`src/pbl_params.svh`:
```
/*
 Register offsets, field positions and reset values of the port B lower pin logic.
 Assumes an Avalon-MM slave with 32-bit words and byte addresses.
*/
`ifndef PBL_PARAMS_SVH
`define PBL_PARAMS_SVH
`define PBL_OFF_DATA 4'h0
`define PBL_OFF_DIR 4'h4
`define PBL_OFF_PDI 4'h8
`define PBL_OFF_CTRL 4'hC
`define PBL_DIR_RESET 8'h00
`define PBL_PDI_RESET 8'h00
`define PBL_CTRL_RESET 8'h00
`define PBL_CTRL_GPD 0
`define PBL_CTRL_TIMER_COMPARE_LEVEL 1
`define PBL_CTRL_CSEL 2
`define PBL_CTRL_COE 3
`define PBL_PIN_FOUR 4
`define PBL_PDI_READ 32'h0000_0000
`define PBL_UNMAPPED_READ 32'h0000_0000
`endif

```
`src/pbl_pkg.sv`:
```
/*
 Types shared by the port B lower pin logic.
 Assumes the header pbl_params.svh for numeric constants.
*/
package pbl_pkg;
    typedef enum logic [2:0] {
        PBL_IDLE = 3'b001,
        PBL_WAIT = 3'b010,
        PBL_DONE = 3'b100
    } pbl_bus_state_t;
endpackage

```
`src/pbl_pin_if.sv`:
```
/*
 Per-pin control bundle between the register core and the pad slice.
 Assumes one clock domain on both sides.
*/
`timescale 1ns/1ns
interface pbl_pin_if #(parameter int WIDTH = 8);
    logic [WIDTH-1:0] dir;
    logic [WIDTH-1:0] latch;
    logic [WIDTH-1:0] pdi;
    logic gpd;
    logic pin4_extra;
    logic [WIDTH-1:0] pin_in;
    logic [WIDTH-1:0] pad_out;
    logic [WIDTH-1:0] pad_oe;
    logic [WIDTH-1:0] pad_pd;
    logic [WIDTH-1:0] rd_val;
    modport core (output dir, latch, pdi, gpd, pin4_extra, pin_in,
                  input pad_out, pad_oe, pad_pd, rd_val);
    modport pad (input dir, latch, pdi, gpd, pin4_extra, pin_in,
                 output pad_out, pad_oe, pad_pd, rd_val);
endinterface

```
`src/pbl_pad_slice.sv`:
```
/*
 Combinational pad logic: drive value, buffer enable, pulldown and read mux per pin.
 Assumes synchronised pin levels and registered controls from the core.
*/
`timescale 1ns/1ns
`include "pbl_params.svh"
module pbl_pad_slice #(parameter int WIDTH = 8) (
    pbl_pin_if.pad p
);
    genvar i;
    generate
        for (i = 0; i < WIDTH; i = i + 1) begin : g_pin
            wire logic drive_val;
            if (i == `PBL_PIN_FOUR) begin : g_four
                assign drive_val = p.latch[i] | p.pin4_extra;
            end else begin : g_plain
                assign drive_val = p.latch[i];
            end
            assign p.pad_out[i] = drive_val;
            assign p.pad_oe[i] = p.dir[i];
            assign p.pad_pd[i] = ~p.dir[i] & ~p.pdi[i] & ~p.gpd;
            assign p.rd_val[i] = p.dir[i] ? drive_val : p.pin_in[i];
        end
    endgenerate
endmodule

```
`src/pbl_port.sv`:
```
/*
 Port B lower pin logic: registers over Avalon-MM, pad controls and shared-module taps.
 Assumes an Avalon-MM master honouring waitrequest and external pad cells.
*/
`timescale 1ns/1ns
`include "pbl_params.svh"
module pbl_port #(parameter int WIDTH = 8) (
    input wire logic SYS_CLK,
    input wire logic RESET,
    input wire logic [3:0] AVS_ADDRESS,
    input wire logic AVS_READ,
    input wire logic AVS_WRITE,
    input wire logic [31:0] AVS_WRITEDATA,
    input wire logic [3:0] AVS_BYTEENABLE,
    output logic [31:0] AVS_READDATA,
    output logic AVS_WAITREQUEST,
    input wire logic [WIDTH-1:0] PIN_IN,
    output logic [WIDTH-1:0] PIN_OUT,
    output logic [WIDTH-1:0] PIN_OE,
    output logic [WIDTH-1:0] PIN_PULLDOWN,
    input wire logic COMPARATOR_ONE_OUTPUT,
    output logic [3:0] SHARED_INPUT,
    output logic ANALOG_CHANNEL_FOUR
);
    pbl_pin_if #(.WIDTH(WIDTH)) pif ();
    pbl_pkg::pbl_bus_state_t state_r;
    pbl_pkg::pbl_bus_state_t state_nxt;
    logic [WIDTH-1:0] sync1_r;
    logic [WIDTH-1:0] sync2_r;
    logic [WIDTH-1:0] sync3_r;
    logic [WIDTH-1:0] pin_r;
    logic [WIDTH-1:0] direction_bits_r;
    logic [WIDTH-1:0] pulldown_inhibit_bits_r;
    logic [WIDTH-1:0] port_data_latch_r;
    logic [7:0] ctrl_r;
    logic cmp_s1_r;
    logic cmp_s2_r;
    logic cmp_s3_r;
    logic cmp_r;
    logic [31:0] rdata_nxt;

    wire logic req = AVS_READ | AVS_WRITE;
    wire logic take = (state_r == pbl_pkg::PBL_WAIT);
    // Write lands at the edge where the master sees waitrequest low
    wire logic accept = (state_r == pbl_pkg::PBL_DONE);
    wire logic wr_en = accept & AVS_WRITE & AVS_BYTEENABLE[0];
    wire logic hit_data = (AVS_ADDRESS == `PBL_OFF_DATA);
    wire logic hit_dir = (AVS_ADDRESS == `PBL_OFF_DIR);
    wire logic hit_pdi = (AVS_ADDRESS == `PBL_OFF_PDI);
    wire logic hit_ctrl = (AVS_ADDRESS == `PBL_OFF_CTRL);
    wire logic global_pulldown_disable = ctrl_r[`PBL_CTRL_GPD];
    wire logic timer_compare_level = ctrl_r[`PBL_CTRL_TIMER_COMPARE_LEVEL];
    wire logic comparator_pin_select = ctrl_r[`PBL_CTRL_CSEL];
    wire logic comparator_output_enable = ctrl_r[`PBL_CTRL_COE];
    wire logic cmp_gated = cmp_r & comparator_pin_select & comparator_output_enable;

    assign pif.dir = direction_bits_r;
    assign pif.latch = port_data_latch_r;
    assign pif.pdi = pulldown_inhibit_bits_r;
    assign pif.gpd = global_pulldown_disable;
    assign pif.pin4_extra = timer_compare_level | cmp_gated;
    assign pif.pin_in = pin_r;

    pbl_pad_slice #(.WIDTH(WIDTH)) u_pad (
        .p(pif.pad)
    );

    // Read data selection
    always_comb begin
        rdata_nxt = `PBL_UNMAPPED_READ;
        if (hit_data) begin
            rdata_nxt = {{(32-WIDTH){1'b0}}, pif.rd_val};
        end else if (hit_dir) begin
            rdata_nxt = {{(32-WIDTH){1'b0}}, direction_bits_r};
        end else if (hit_pdi) begin
            rdata_nxt = `PBL_PDI_READ;
        end else if (hit_ctrl) begin
            rdata_nxt = {24'h00_0000, ctrl_r};
        end
    end

    // Bus handshake states
    always_comb begin
        case (state_r)
            pbl_pkg::PBL_IDLE: state_nxt = req ? pbl_pkg::PBL_WAIT : pbl_pkg::PBL_IDLE;
            pbl_pkg::PBL_WAIT: state_nxt = pbl_pkg::PBL_DONE;
            pbl_pkg::PBL_DONE: state_nxt = pbl_pkg::PBL_IDLE;
            default: state_nxt = pbl_pkg::PBL_IDLE;
        endcase
    end

    always_ff @(posedge SYS_CLK) begin
        if (RESET) begin
            state_r <= pbl_pkg::PBL_IDLE;
            AVS_WAITREQUEST <= 1'b1;
            AVS_READDATA <= 32'h0000_0000;
        end else begin
            state_r <= state_nxt;
            AVS_WAITREQUEST <= ~take;
            if (take & AVS_READ) begin
                AVS_READDATA <= rdata_nxt;
            end
        end
    end

    // Pin input synchronisers
    always_ff @(posedge SYS_CLK) begin
        sync1_r <= PIN_IN;
        sync2_r <= sync1_r;
        sync3_r <= sync2_r;
        cmp_s1_r <= COMPARATOR_ONE_OUTPUT;
        cmp_s2_r <= cmp_s1_r;
        cmp_s3_r <= cmp_s2_r;
    end

    always_ff @(posedge SYS_CLK) begin
        if (RESET) begin
            pin_r <= {WIDTH{1'b0}};
            cmp_r <= 1'b0;
        end else begin
            pin_r <= (sync2_r & sync3_r) | (pin_r & (sync2_r | sync3_r));
            if (cmp_s2_r == cmp_s3_r) begin
                cmp_r <= cmp_s2_r;
            end
        end
    end

    always_ff @(posedge SYS_CLK) begin
        if (RESET) begin
            direction_bits_r <= `PBL_DIR_RESET;
            pulldown_inhibit_bits_r <= `PBL_PDI_RESET;
            ctrl_r <= `PBL_CTRL_RESET;
        end else begin
            if (wr_en & hit_dir) begin
                direction_bits_r <= AVS_WRITEDATA[WIDTH-1:0];
            end
            if (wr_en & hit_pdi) begin
                pulldown_inhibit_bits_r <= AVS_WRITEDATA[WIDTH-1:0];
            end
            if (wr_en & hit_ctrl) begin
                ctrl_r <= AVS_WRITEDATA[7:0];
            end
        end
    end

    always_ff @(posedge SYS_CLK) begin
        if (wr_en & hit_data) begin
            port_data_latch_r <= AVS_WRITEDATA[WIDTH-1:0];
        end
    end

    // Pad outputs registered
    always_ff @(posedge SYS_CLK) begin
        if (RESET) begin
            PIN_OUT <= {WIDTH{1'b0}};
            PIN_OE <= {WIDTH{1'b0}};
            PIN_PULLDOWN <= {WIDTH{1'b0}};
            SHARED_INPUT <= 4'h0;
            ANALOG_CHANNEL_FOUR <= 1'b0;
        end else begin
            PIN_OUT <= pif.pad_out;
            PIN_OE <= pif.pad_oe;
            PIN_PULLDOWN <= pif.pad_pd;
            SHARED_INPUT <= pin_r[3:0];
            ANALOG_CHANNEL_FOUR <= pin_r[`PBL_PIN_FOUR];
        end
    end
endmodule

```
`config.mk`:
```
export PLATFORM = sky130hd
export DESIGN_NAME = pbl_port
export DESIGN_NICKNAME = d
export VERILOG_FILES = /design/src/pbl_pkg.sv /design/src/pbl_pin_if.sv /design/src/pbl_pad_slice.sv /design/src/pbl_port.sv
export VERILOG_INCLUDE_DIRS = /design/src /design/src/src
export SDC_FILE = /design/constraint.sdc
export NUM_CORES = 1
export LEC_CHECK = 0
export BUFFER_PORTS_ARGS = -buffer_cell sky130_fd_sc_hd__buf_2
export CORE_ASPECT_RATIO = 0.9
export CORE_UTILIZATION = 55
export DETAILED_ROUTE_END_ITERATION = 16
export PLACE_DENSITY = 0.82
export SYNTH_ARGS = -nofsm -noshare
export SYNTH_HDL_FRONTEND = slang
export SYNTH_HIERARCHICAL = 1
export SYNTH_SLANG_ARGS = --single-unit
```
`constraint.sdc`:
```
create_clock -name SYS_CLK -period 3.7 [get_ports SYS_CLK]
set_input_delay 0.185 -clock SYS_CLK [delete_from_list [all_inputs] [get_ports SYS_CLK]]
set_output_delay 0.185 -clock SYS_CLK [all_outputs]
set_load 0.05 [all_outputs]
```
==> results.md, run 1 <==
- Worst vdd ir: 0.000297 V
- Hold Path Class: in -> reg
- Post_cts resized: 0
- Commonest cells post-synth: 101 x dfxtp_1, 41 x buf_4, 33 x nand2b_1, 29 x nor2b_1, 24 x mux2i_1
- Clock Sinks: 109
- DRT iter0 DRCs: 70
- Unique masters post-synth: 35
- Syn. warnings: 6
- Tot GR Track Use: 18.8%
- Final worst setup slack: 1930 ps
- Overflow after GRT: 0
- Worst skew pair latency: 360 ps
- Worst Path Required: 3980 ps
- Post-route DRC: 0
- Mapped Cells: 345
- Ys flop type: dfxtp_1
- Mux contribution to synthesized area: 8.41%
- Main combinational cell family by area after synthesis: simple AND/OR/NAND/NOR gates
- Adder-Cell Fraction of Synth Area: 0%
- Synth Area in Compound Gates: 6.46%
- Via-per-instance ratio: 4.91
- Worst slew pin tran: 640 ps
- Fmax: 0.565 GHz
- Tmin final: 1770 ps
- Post-layout util: 63.6%
- H-Tree Depth: 3
- Io pins: 115
- CTS root buf: clkbuf_8
- Worst hold path startpoint: AVS_WRITEDATA[6]
- Crit path kind: reg -> reg
- Setup crit start kind: flip-flop
- Placement-stage worst setup slack: 1850 ps
- Clock skew: 9.44 ps
- Share of layout cells above drive strength 1: 22.9%
- RePlAce Congestion: 0.801
- # nets final: 454
- Fin crit share: 47.8%
- Vias post-DR: 2448
- Most common cell in the netlist: dfxtp_1
- Port Buffers: 63
- Top cell type's share of synthesized area: 50.9%
- Post-synth EDFFs: 8
- Simple-Gate Fraction of Synth Area: 18.4%
- Pwr/cell area: 478 nW/um^2
- Synth area leader: dfxtp_1
- # rows: 29
- Max Fanout on Critical Path: 8
- Worst EP arrival: 2050 ps
- DP HPWL: 4.83 mm
- Setup crit start: state_r[1]
- CP Capture Type: flip-flop
- Die ar.: 7570 um^2
- Synthesized area per cell: 11.5 um^2
- Global-route wire length before repair: 10.8 mm
- Sequential fraction of the synthesis area: 57.0%
- Total CTS buffers: 9
- Status: finished, final reports clean
- Area of the core: 7000 um^2
- Max cap viols: 0
- Mapped cell area: 3970 um^2
- RSZ-0062 raised after global routing: no
- Vias in the first global route: 2249
- Ys async rst share: 0%
- Final WL: 6.90 mm
- R2R Path Start: state_r[1]
- Final hold violation count: 0
- Wire length per cell: 13.8 um
- Area delta synth->final: 12.1%
- Total negative slack: 0 ps
- Routed Antenna Nets: 0
- Largest net degree at the start of global routing: 47
- Max-slew headroom: 57.2%
- DR pass1 iterations: 5
- CTS clk-pin slew, worst paths: 100 ps
- Die width: 91.6 um
- Area contributors post-synth: dfxtp_1 51%, buf_4 7.8%, mux2i_1 6.0%
- CTS tree: yes
- Leakage: 2.00 nW
- Initial antenna violation count: 0
- FF+latch count, synth: 109
- Slew Limit Fails: 0
- Final setup viols: 0
- Register-to-register setup slack: 1930 ps
- Starting density of the core: 56.7%
- Ant. Diodes: 0
- Die Y-Extent: 82.6 um
- Final hold slack: 34.3 ps
- Clock tree buffer depth: 2
- XOR/XNOR Fraction of Synth Area: 0%
-- kinds of logic after synthesis --
| logic type | after synthesis |
|---|---|
| multiplexers | 32 |
| buffers and inverters | 56 |
| other | 1 |
| AND/OR/NAND/NOR | 111 |
| flip-flops | 109 |
| AO/OA/AOI/OAI | 36 |
-- worst max-delay path: stages, from the launching register on --
cell and delay, ps:
dfxtp_1 380, nor4b_4 410, nand4b_1 570, mux2i_1 330
-- stage by stage --
step	instance area, um^2	power (mW)	instances
floorplan	4060	1.43	368
CTS	4420	2.14	496
global route	4450	2.22	499
finish	4450	2.13	499
global placement	4120	1.44	470
detailed placement	4120	1.45	470
-- registers in the layout (all words and copies together), names as in the netlist --
register / flops
PIN_OUT: 8
sync2_r: 8
ctrl_r: 8
pif.pin_in: 8
SHARED_INPUT: 4
PIN_OE: 8
AVS_READDATA: 8
AVS_WAITREQUEST: 1
cmp_s1_r: 1
cmp_s3_r: 1
pif.pdi: 8
ANALOG_CHANNEL_FOUR: 1
cmp_s2_r: 1
sync1_r: 8
cmp_r: 1
pif.latch: 8
PIN_PULLDOWN: 8
state_r: 3
direction_bits_r: 8
sync3_r: 8
-- power breakdown --
group | internal (mW) | switching [mW] | leakage [nW] | total (mW)
Combinational | 0.0558 | 0.138 | 0.992 | 0.193
Sequential | 1.22 | 0.0182 | 0.904 | 1.24
Clock | 0.297 | 0.400 | 0.105 | 0.696
Total | 1.57 | 0.556 | 2.00 | 2.13
-- routing by layer --
metal  vias to the layer above  GRT usage (%)  wire length (um)
met5                         -              0                 0
met2                        68           34.1              3510
met3                         6           6.32               334
met1                      1159           21.5              3010
met4                         0           4.92                40
li1                       1215              -                 -
-- cell usage in the layout (no fill, tap or decap), drive strengths merged --
| cell | synthesis | layout |
|---|---|---|
| buf | 48 | 64 |
| nor4b | 3 | 3 |
| nand2 | 17 | 17 |
| nand4b | 2 | 2 |
| o21ai | 9 | 9 |
| inv | 1 | 4 |
| nor2 | 3 | 3 |
| and3 | 2 | 2 |
| and4bb | 1 | 1 |
| and3b | 1 | 1 |
| clkinv | 0 | 3 |
| or2 | 1 | 1 |
| nor4bb | 1 | 1 |
| a21oi | 9 | 9 |
| mux2 | 8 | 8 |
| a2bb2oi | 8 | 8 |
| nor3 | 8 | 8 |
| nor2b | 29 | 29 |
| conb | 1 | 24 |
| a31o | 1 | 1 |
| edfxtp | 8 | 8 |
| a32o | 8 | 8 |
| or2b | 8 | 8 |
| clkbuf | 7 | 10 |
| nand4 | 1 | 1 |
| o21a | 1 | 1 |
| dfxtp | 101 | 101 |
| nor4 | 1 | 1 |
| nand2b | 33 | 33 |
| dlygate4sd3 | 0 | 13 |
| mux2i | 24 | 24 |
-- repair_timing --
item,in CTS,in global routing
buffers inserted,0,0
hold endpoints to repair,10,3
hold buffers,10,3
-- cell type report --
cell class | count | area, um^2
timing repair buffer | 77 | 453
multi-input combinational | 203 | 1410
tap | 93 | 116
fill | 554 | 2550
clock inverter | 6 | 53.8
inverter | 1 | 3.75
clock buffer | 10 | 149
sequential | 109 | 2260
-- final timing paths --
check | end | cells after the start
setup / recovery | pif.pdi[1] | 3
hold / removal | pif.latch[6] | 1
setup reg to reg | pif.pdi[1] | 3
hold reg to reg | sync2_r[4] | 0
Power figures use the tool's default switching activity.
==> run 2, diff against run 1 <==
--- a/config.mk
+++ b/config.mk
@@ -6,11 +6,12 @@
 export SDC_FILE = /design/constraint.sdc
 export NUM_CORES = 1
 export LEC_CHECK = 0
+export ABC_AREA = 1
 export BUFFER_PORTS_ARGS = -buffer_cell sky130_fd_sc_hd__buf_2
 export CORE_ASPECT_RATIO = 0.9
-export CORE_UTILIZATION = 55
+export CORE_UTILIZATION = 46
 export DETAILED_ROUTE_END_ITERATION = 16
-export PLACE_DENSITY = 0.82
+export PLACE_DENSITY = 0.73
 export SYNTH_ARGS = -nofsm -noshare
 export SYNTH_HDL_FRONTEND = slang
 export SYNTH_HIERARCHICAL = 1
==> constraint.sdc (replaced) <==
create_clock -name SYS_CLK -period 1.45 [get_ports SYS_CLK]
set_input_delay 0.0725 -clock SYS_CLK [delete_from_list [all_inputs] [get_ports SYS_CLK]]
set_output_delay 0.0725 -clock SYS_CLK [all_outputs]
set_load 0.05 [all_outputs]
==> run 2 against run 1 <==
  * Clock power rose to 2.7 times the previous value
  * First-iteration DRC count increased by 130%
  * Sequential share of layout area decreased by 2.9 points
  * Worst hold slack improved by 0.71 ps
  * Total power grew to 2.6 times the previous value
  * Highest routed layer unchanged
  * Critical path depth is 2 higher
  * Synthesized area up 1.7%
  * Clock skew rose by 1.2 ps
  * Via count grew 25%
  * Final area grew 6.0%
==> results.md, run 2 <==
- Status: finished, final reports clean
- Mapped Cells: 478
- Tot GR Track Use: 18.7%
- Clock Sinks: 109
- Unique masters post-synth: 26
- Met1 Track Usage GR: 22.8%
- Total negative slack: 0 ps
- CP cell instances: nand2_1, nor2_1, nand3_2, nor2_1, buf_6
- Clock tree buffer depth: 2
- Via-per-instance ratio: 4.51
- Leakage: 2.18 nW
- Synth area leader: dfxtp_1
- H-Tree Depth: 3
- Final WL: 7.94 mm
- DRT iter0 DRCs: 164
- GR met3 Demand/Resource: 4.41%
- Die ar.: 9160 um^2
- RSZ-0062 raised after global routing: no
- Most common cell after layout, fill and taps aside: dfxtp_1
- # rows: 32
- Mapped cell area: 4040 um^2
- Most frequent cells in the layout: 100 x dfxtp_1, 92 x nor2_1, 71 x nand2_1
- Worst skew pair latency: 370 ps
- Crit path kind: reg -> reg
- CTS root buf: clkbuf_8
- Most common cell in the netlist: dfxtp_1
- Port Buffers: 63
- Die width: 101 um
- Commonest cells post-synth: 101 x dfxtp_1, 92 x nor2_1, 71 x nand2_1, 53 x inv_1, 40 x buf_4
- DR pass1 iterations: 4
- Fin crit share: 92.5%
- Initial antenna violation count: 0
- GRT Max-Usage Layer: met2
- Sequential fraction of the synthesis area: 56.0%
- Share of layout cells above drive strength 1: 20.3%
- Synthesized area per cell: 8.45 um^2
- Pwr/cell area: 1170 nW/um^2
- Vias post-DR: 3048
- Post-route DRC: 0
- Area delta synth->final: 16.9%
- Vias in the first global route: 2854
- Final setup viols: 0
- CP max stage cell: dfxtp_2
- Setup crit start kind: flip-flop
- Final hold violation count: 0
- Routed Antenna Nets: 0
- RePlAce Congestion: 0.848
- Post-layout util: 55.3%
- Global routing usage on met2: 31.6%
- Overflow after GRT: 0
- Clock skew: 10.6 ps
- Io pins: 115
- CTS tree: yes
- Worst EP arrival: 1420 ps
- Syn. warnings: 6
- Max cap viols: 0
- Max Fanout on Critical Path: 8
- CP Capture Type: flip-flop
- Total CTS buffers: 9
- DP HPWL: 5.56 mm
- Slew Limit Fails: 0
- Starting density of the core: 47.3%
- Hold Path Class: in -> reg
- Worst vdd ir: 0.000568 V
- Crit-path most repeated cell: nor2_1
- Area contributors post-synth: dfxtp_1 50%, nor2_1 8.6%, buf_4 7.4%
- FF+latch count, synth: 109
- Fmax: 0.746 GHz
- Ys flop type: dfxtp_1
- Post-synth EDFFs: 8
- Top cell type's share of synthesized area: 50.1%
- Ys async rst share: 0%
- Wire length per cell: 11.7 um
- Tmin final: 1340 ps
- CTS clk-pin slew, worst paths: 100 ps
- Ant. Diodes: 0
- Crit-path max cell delay: 360 ps
- Area of the core: 8530 um^2
- Die Y-Extent: 90.9 um
- Worst Path Required: 1530 ps
- Largest net degree at the start of global routing: 37
- Global-route wire length before repair: 13.2 mm
- # nets final: 605
-- run 2: path summary, 6_finish.rpt --
kind / slack [ps] / from / depth (start not counted) / endpoint
min: 40 / RESET / 2 / AVS_READDATA[7]
max reg2reg: 110 / state_r[2] / 5 / pif.latch[2]
min reg2reg: 330 / sync1_r[5] / 0 / sync2_r[5]
max: 110 / state_r[2] / 5 / pif.latch[2]
-- run 2: report_power, final --
group	leakage (nW)	internal, mW	total (mW)	switching (mW)
clock	0.108	0.861	1.88	1.02
sequential	0.904	3.11	3.15	0.0387
combinational	1.17	0.128	0.507	0.379
-- run 2: worst max-delay path, delay by kind of cell, from the launching register on --
family	cells	cell delay, ps
and+or+nand+nor	4	530
buffers and inverters	1	170
DFF	1	360
-- run 2: cell families (layout without fill, tap and decap cells) --
logic type | Yosys count | count (layout) | share of synthesized area (%)
and+or+nand+nor | 218 | 218 | 24.2
DFF | 109 | 109 | 56.0
buffers and inverters | 107 | 163 | 14.3
AOI/OAI and AO/OA | 43 | 43 | 5.42
other | 1 | 24 | 0.0929
-- run 2: what timing repair did --
action | in CTS | in global routing
setup endpoints to repair | 0 | 16
setup buffers | 0 | 1
hold buffers | 17 | 0
gates resized for setup | 0 | 2
endpoints found under the hold margin | 24 | 0
-- run 2: per-stage QoR --
step           hold slack [ps]  setup WS [ps]  cell area, um^2  power [mW]  instances
3_5_place_dp               176           30.5             4320        3.69        642
3_3_place_gp               176            116             4320        3.68        642
5_1_grt                   40.3           14.6             4720        5.78        676
4_1_cts                   25.1           28.3             4690        5.59        675
6_report                  35.0            109             4720        5.54        676
2_1_floorplan              100           16.2             4120        3.62        501
-- run 2: routing by layer --
metal	vias up	part of all wire [%]
met2	89	49
met5	-	0
met3	13	5.2
li1	1564	-
met1	1382	45
met4	0	1.6
-- run 2: final cells by class --
type,instances,area (um^2)
repair buffers,93,612
flip-flops and latches,109,2260
fillers,823,3810
inverters,54,203
well taps,119,149
clock inverters,6,68.8
multi-input cells,285,1280
clock buffers,10,138
